`src/psc_pkg.sv`:
```
// Package for the power-on status clear block: constants and carrier types
package psc_pkg;

    // ****************************************************************
    // Widths, power-on and reset values, argument limit and query answers
    // ****************************************************************
    localparam int          ARG_W          = 32;
    localparam int          MASK_W         = 8;
    localparam logic [7:0]  DEV_MASK_CLEAR = 8'hFF;
    localparam logic [7:0]  SRQ_MASK_CLEAR = 8'h00;
    localparam logic [7:0]  EVT_MASK_CLEAR = 8'h00;
    localparam logic [7:0]  MASK_RESET     = 8'h00;
    localparam logic        FLAG_RESET     = 1'b0;
    localparam logic [31:0] ARG_MAX        = 32'h0000_FFFF;
    localparam logic [31:0] QUERY_TRUE     = 32'h0000_0001;
    localparam logic [31:0] QUERY_FALSE    = 32'h0000_0000;

    // ****************************************************************
    // Carriers
    // ****************************************************************
    typedef struct packed {
        logic [MASK_W-1:0] devMask;
        logic [MASK_W-1:0] srqMask;
        logic [MASK_W-1:0] evtMask;
    } masks_s;

    typedef struct packed {
        logic             write;
        logic             query;
        logic [ARG_W-1:0] arg;
    } cmd_s;

    typedef enum logic [1:0] {
        ST_RUN,
        ST_POWER_UP,
        ST_SAVE
    } phase_e;

    typedef struct packed {
        phase_e           phase;
        logic             clearFlag;
        logic             srqBlocked;
        masks_s           masks;
        masks_s           nvMasksOut;
        logic             nvFlagOut;
        logic             nvWrite;
        logic             warn;
        logic             answerValid;
        logic [ARG_W-1:0] answer;
        logic             loaded;
    } state_s;

endpackage : psc_pkg

```
`src/power_on_status_clear_control.sv`:
```
// Power-on status clear flag and enable mask restore logic
// Contract
// - At power-on with the flag true, the device mask loads 255 and the other two masks load 0.
// - With the flag false, the masks are saved to nonvolatile store on power loss and reloaded.
// - Writing 0 clears the flag, disabling power-on clearing and allowing service requests.
// - Writing a nonzero value up to ARG_MAX sets the flag and suppresses service requests after power-on.
// - A written argument beyond the accepted range raises an execution warning.
// - A query returns the flag as a number, 1 meaning true.
`timescale 1ns/1ps
module power_on_status_clear_control
    import psc_pkg::*;
(
    input  wire logic   clk,
    input  wire logic   resetn,
    input  wire cmd_s   cmd,
    input  wire logic   powerFail,
    input  wire masks_s nvMasksIn,
    input  wire logic   nvFlagIn,
    input  wire masks_s hostMasks,
    input  wire logic   hostMasksWrite,
    output logic        clearFlag,
    output masks_s      masks,
    output logic        srqBlocked,
    output masks_s      nvMasksOut,
    output logic        nvFlagOut,
    output logic        nvWrite,
    output logic        warn,
    output logic        answerValid,
    output logic [31:0] answer
);

    // ****************************************************************
    // Power-fail synchroniser
    // ****************************************************************
    logic failMeta;
    logic failSync;

    always_ff @(posedge clk or negedge resetn) begin
        if (!resetn) begin
            failMeta <= 1'b0;
            failSync <= 1'b0;
        end else begin
            failMeta <= powerFail;
            failSync <= failMeta;
        end
    end

    // ****************************************************************
    // Argument decoding
    // ****************************************************************
    function automatic logic argOutOfRange(input logic [ARG_W-1:0] arg);
        return arg > ARG_MAX;
    endfunction : argOutOfRange

    function automatic logic argSetsFlag(input logic [ARG_W-1:0] arg);
        return arg != '0;
    endfunction : argSetsFlag

    // ****************************************************************
    // State
    // ****************************************************************
    state_s st;
    state_s next_st;

    always_comb begin
        next_st             = st;
        next_st.nvWrite     = 1'b0;
        next_st.warn        = 1'b0;
        next_st.answerValid = 1'b0;
        unique case (st.phase)
            ST_POWER_UP: begin
                // Flag comes from nonvolatile store
                next_st.clearFlag = nvFlagIn;
                if (nvFlagIn) begin
                    next_st.masks.devMask = DEV_MASK_CLEAR;
                    next_st.masks.srqMask = SRQ_MASK_CLEAR;
                    next_st.masks.evtMask = EVT_MASK_CLEAR;
                end else begin
                    next_st.masks = nvMasksIn;
                end
                next_st.srqBlocked = nvFlagIn;
                next_st.loaded     = 1'b1;
                next_st.phase      = ST_RUN;
            end
            ST_RUN: begin
                if (hostMasksWrite) begin
                    next_st.masks = hostMasks;
                end
                if (cmd.write) begin
                    if (argOutOfRange(cmd.arg)) begin
                        next_st.warn = 1'b1;
                    end else begin
                        next_st.clearFlag  = argSetsFlag(cmd.arg);
                        next_st.srqBlocked = argSetsFlag(cmd.arg) && st.srqBlocked;
                        next_st.nvFlagOut  = argSetsFlag(cmd.arg);
                        next_st.nvMasksOut = st.masks;
                        next_st.nvWrite    = 1'b1;
                    end
                end
                if (cmd.query) begin
                    next_st.answerValid = 1'b1;
                    next_st.answer      = st.clearFlag ? QUERY_TRUE : QUERY_FALSE;
                end
                if (failSync) begin
                    next_st.phase = ST_SAVE;
                end
            end
            ST_SAVE: begin
                // Hold here until failSync drops, then reload as at power-on; one save per loss
                if (st.loaded) begin
                    next_st.nvMasksOut = st.clearFlag ? st.nvMasksOut : st.masks;
                    next_st.nvFlagOut  = st.clearFlag;
                    next_st.nvWrite    = 1'b1;
                    next_st.loaded     = 1'b0;
                end
                if (!failSync) begin
                    next_st.phase = ST_POWER_UP;
                end
            end
            default: next_st.phase = ST_POWER_UP;
        endcase
    end

    always_ff @(posedge clk or negedge resetn) begin
        if (!resetn) begin
            st             <= '0;
            st.phase       <= ST_POWER_UP;
            st.clearFlag   <= FLAG_RESET;
            st.masks       <= {MASK_RESET, MASK_RESET, MASK_RESET};
            st.srqBlocked  <= 1'b0;
        end else begin
            st <= next_st;
        end
    end

    // ****************************************************************
    // Outputs
    // ****************************************************************
    assign clearFlag   = st.clearFlag;
    assign masks       = st.masks;
    assign srqBlocked  = st.srqBlocked;
    assign nvMasksOut  = st.nvMasksOut;
    assign nvFlagOut   = st.nvFlagOut;
    assign nvWrite     = st.nvWrite;
    assign warn        = st.warn;
    assign answerValid = st.answerValid;
    assign answer      = st.answer;
endmodule : power_on_status_clear_control

```
`config.mk`:
```
export PLATFORM = sky130hd
export DESIGN_NAME = power_on_status_clear_control
export DESIGN_NICKNAME = d
export VERILOG_FILES = /design/src/psc_pkg.sv /design/src/power_on_status_clear_control.sv
export SDC_FILE = /design/constraint.sdc
export NUM_CORES = 1
export LEC_CHECK = 0
export BUFFER_PORTS_ARGS = -buffer_cell sky130_fd_sc_hd__buf_2
export CAP_MARGIN = 15
export CORE_MARGIN = 5
export CORE_UTILIZATION = 42
export CTS_BUF_LIST = sky130_fd_sc_hd__clkbuf_4 sky130_fd_sc_hd__clkbuf_8
export DETAILED_ROUTE_END_ITERATION = 10
export MAX_ROUTING_LAYER = met4
export PLACE_DENSITY = 0.78
export SETUP_SLACK_MARGIN = 0.15
export SLEW_MARGIN = 5
export SYNTH_ARGS = -nofsm -noshare
export SYNTH_HDL_FRONTEND = slang
export SYNTH_SLANG_ARGS = --single-unit
```
`constraint.sdc`:
```
create_clock -name clk -period 2.1 [get_ports clk]
set_input_delay 0.21 -clock clk [delete_from_list [all_inputs] [get_ports clk]]
set_output_delay 0.21 -clock clk [all_outputs]
set_load 0.02 [all_outputs]
```
==> run_results.csv <==
group,metric,value,unit
sta,fin_ws,0.167,ns
finish,n_antenna_cell,0,
worst_setup_path,cpMaxStageDelayCell,"dfstp_2",
placed_design,place_area,3670,um^2
sta,finalCriticalPeriod,1.93,ns
route,wl_per_cell,15.2,um
grt,track_usage,16.7,%
cts,cts_buffers,9,
worst_setup_path,crit_required,2.30,ns
yosys,ys_seq_elements,60,
sta,fmax,517,MHz
worst_setup_path,path_delay_family,"flip-flops",
finish,fin_util,53.5,%
cts,cts_buffer_depth,2,
yosys,syn_area,3260,um^2
worst_setup_path,cpPeakStageDelay,0.56,ns
die,start_util,42.7,%
sta,hold_violations,0,
grt,grt_overflow,0,
power_and_ir_drop,power_density,1540,nW/um^2
run,drv_cap,0,
grt,antenna_found_initial,0,
grt,first_global_vias,2455,
die,ios,173,
worst_setup_path,crit_chain,"inv_4 > ha_4 > nand3b_1 > nor2_4 > a41oi_4 > buf_6 > clkbuf_16 > mux2_4",
cts,clock-sinks,60,
cts,root_buffer,"clkbuf_8",
yosys,synth_cell_types,33,
worst_setup_path,critPathMaxFanout,6,
yosys,ys_warn_count,0,
sta,worst_pin_slew,0.678,ns
finish,stdcell_area,4090,um^2
placed_design,place_hpwl,5770,um
finish,layout-drive-gt1-share,51.7,%
sta,rsz0062_at_grt,"true",
worst_setup_path,start_kind,"register",
power_and_ir_drop,p_leak,0.00218,uW
sta,skew,0.00629,ns
placed_design,io_buffer_count,141,
min_path,min_path_type,"input pin to register",
route,drc,0,
sta,finalSetupViolations,0,
worst_setup_path,endpoint_kind,"register",
cts,cts_tree,"yes",
die,core-area,7650,um^2
finish,layout.nets,505,
route,drt_wl_total,7960,um
finish,layout_commonest_cell,"buf_2",
sta,maxSlewViolCount,0,
die,fp-row-count,32,
route,dr.pass1.iters,4,
worst_setup_path,path_class,"register to register",
placed_design,pre_cts_slack,-0.0184,ns
worst_setup_path,arrival,2.14,ns
sta,finalCritPeriodShare,92.1,%
grt,grt_max_degree,45,
placed_design,gp_congestion,0.807,
yosys,synth.avg_cell_area,10.7,um^2
yosys,ys_seq_area_share,46.1,%
route,viasPerCell,4.77,
route,ant_nets,0,
cts,path_clk_slew,0.07,ns
die,die_area,9630,um^2
die,die_w,98.1,um
sta,relSlewSlack,54.7,%
worst_setup_path,path_buf_inv,3,
power_and_ir_drop,ir_worst_vdd,0.000566,V
die,die_y,98.1,um
finish,final_cell_mix,"141 x buf_2, 59 x dfrtp_1, 31 x conb_1, 30 x nand2_1, 27 x o21ai_0",
finish,syn2layout_area_growth,25.4,%
route,vias,2492,
route,drtIter0Drc,95,
yosys,synthesis.instances,304,
finish,n_fill_cell,682,
cts,insertion_delay,0.32,ns
cts,h-tree-depth,3,
grt,grt_pass1_wl,12400,um
run_status,run_status,"finished, final reports clean",
-- repair_timing --
item | CTS | global route
hold buffers | 2 | 0
pin swaps | 4 | 2
endpoints found under the setup margin | 48 | 34
endpoints found under the hold margin | 16 | 0
gates cloned | 2 | 1
gates resized for setup | 7 | 7
setup buffers | 3 | 4
-- worst register-to-register path, cell delays in order, from the launching register on --
cell and delay, ns:
dfstp_2 0.56, inv_4 0.05, ha_4 0.18, nand3b_1 0.21, nor2_4 0.14, a41oi_4 0.05
buf_6 0.17, clkbuf_16 0.16, mux2_4 0.29
-- kinds of logic after synthesis --
group                    share of synthesized area (%)
AND/OR/NAND/NOR                                   8.25
multiplexers                                      10.8
other                                            0.115
AO/OA/AOI/OAI                                     12.5
flip-flops                                        46.1
adder cells (fa/ha/maj)                           1.15
buffers and inverters                             21.1
-- worst paths after layout --
check / start / to / slack (ns) / cells past startpoint
worst max-delay path: st[87] / nvMasksOut[13] / 0.17 / 8
worst min-delay path: cmd[32] / answerValid / 0.13 / 2
worst max register to register: st[87] / nvMasksOut[13] / 0.17 / 8
worst min register to register: failMeta / failSync / 0.35 / 0
max in group asynchronous: resetn / masks[8] / 1.16 / 3
min in group asynchronous: resetn / answerValid / 0.37 / 2
-- layout make-up --
type | count | area [um^2] | share of cell area, %
clock buffer | 12 | 153 | 3.73
tap | 102 | 128 | 3.12
clock inverter | 4 | 72.6 | 1.77
sequential | 60 | 1500 | 36.7
inverter | 6 | 25.0 | 0.612
multi-input combinational | 176 | 1260 | 30.7
timing repair buffer | 162 | 952 | 23.3
-- per-layer routing --
layer	share of wire, %	wire, um	up-vias	track usage, %
li1	-	-	1171	-
met1	42	3320	1206	21.0
met2	49	3910	105	26.8
met3	7.7	615	10	4.07
met4	1.5	118	0	5.11
met5	0	0	-	-
-- synthesized netlist by cell type --
library cell | n | area share [%]
buf_2 | 1 | 0.15
a21oi_1 | 4 | 0.61
nand2_1 | 30 | 3.5
nor3_1 | 1 | 0.15
inv_1 | 6 | 0.69
o221a_1 | 1 | 0.35
ha_1 | 3 | 1.2
buf_4 | 80 | 18
clkbuf_1 | 9 | 1.0
nor2_1 | 6 | 0.69
nor2b_1 | 1 | 0.19
o31ai_1 | 2 | 0.46
dfstp_2 | 1 | 0.81
buf_6 | 2 | 0.69
dfrtp_1 | 59 | 45
mux2_2 | 6 | 2.1
and4_2 | 1 | 0.31
o21ai_0 | 27 | 4.1
and2_1 | 1 | 0.19
nor4_1 | 4 | 0.77
a21o_1 | 1 | 0.23
o22ai_1 | 9 | 1.7
nor4_2 | 4 | 1.5
a22oi_1 | 17 | 3.9
a41oi_4 | 1 | 0.84
conb_1 | 1 | 0.11
nand3_1 | 1 | 0.15
mux2_4 | 19 | 8.7
nand4_1 | 2 | 0.38
o21a_1 | 1 | 0.23
nand3b_1 | 1 | 0.23
buf_1 | 1 | 0.11
or2_2 | 1 | 0.19
-- where the power goes --
part / switching (uW) / internal (uW) / total [uW]
logic: 1810 / 1340 / 3140
clock network: 437 / 726 / 1160
registers: 330 / 1670 / 2000
-- sequential cells by signal, summed over array words and instances (netlist names) --
| register | cells |
|---|---|
| masks | 24 |
| nvMasksOut | 24 |
| st | 3 |
| answerValid | 1 |
| answer | 1 |
| clearFlag | 1 |
| failMeta | 1 |
| failSync | 1 |
| nvFlagOut | 1 |
| nvWrite | 1 |
| srqBlocked | 1 |
| warn | 1 |
-- metrics by stage --
stage	std cells	setup TNS [ns]	total power, uW	hold WS [ns]
after floorplan	334	0	4460	-0.0856
after global placement	494	0	4770	0.157
after detailed placement	494	-0.0666	4870	0.170
after CTS	517	0	6260	0.118
after global routing	522	0	6720	0.122
final	522	0	6300	0.132
Power figures use the tool's default switching activity.
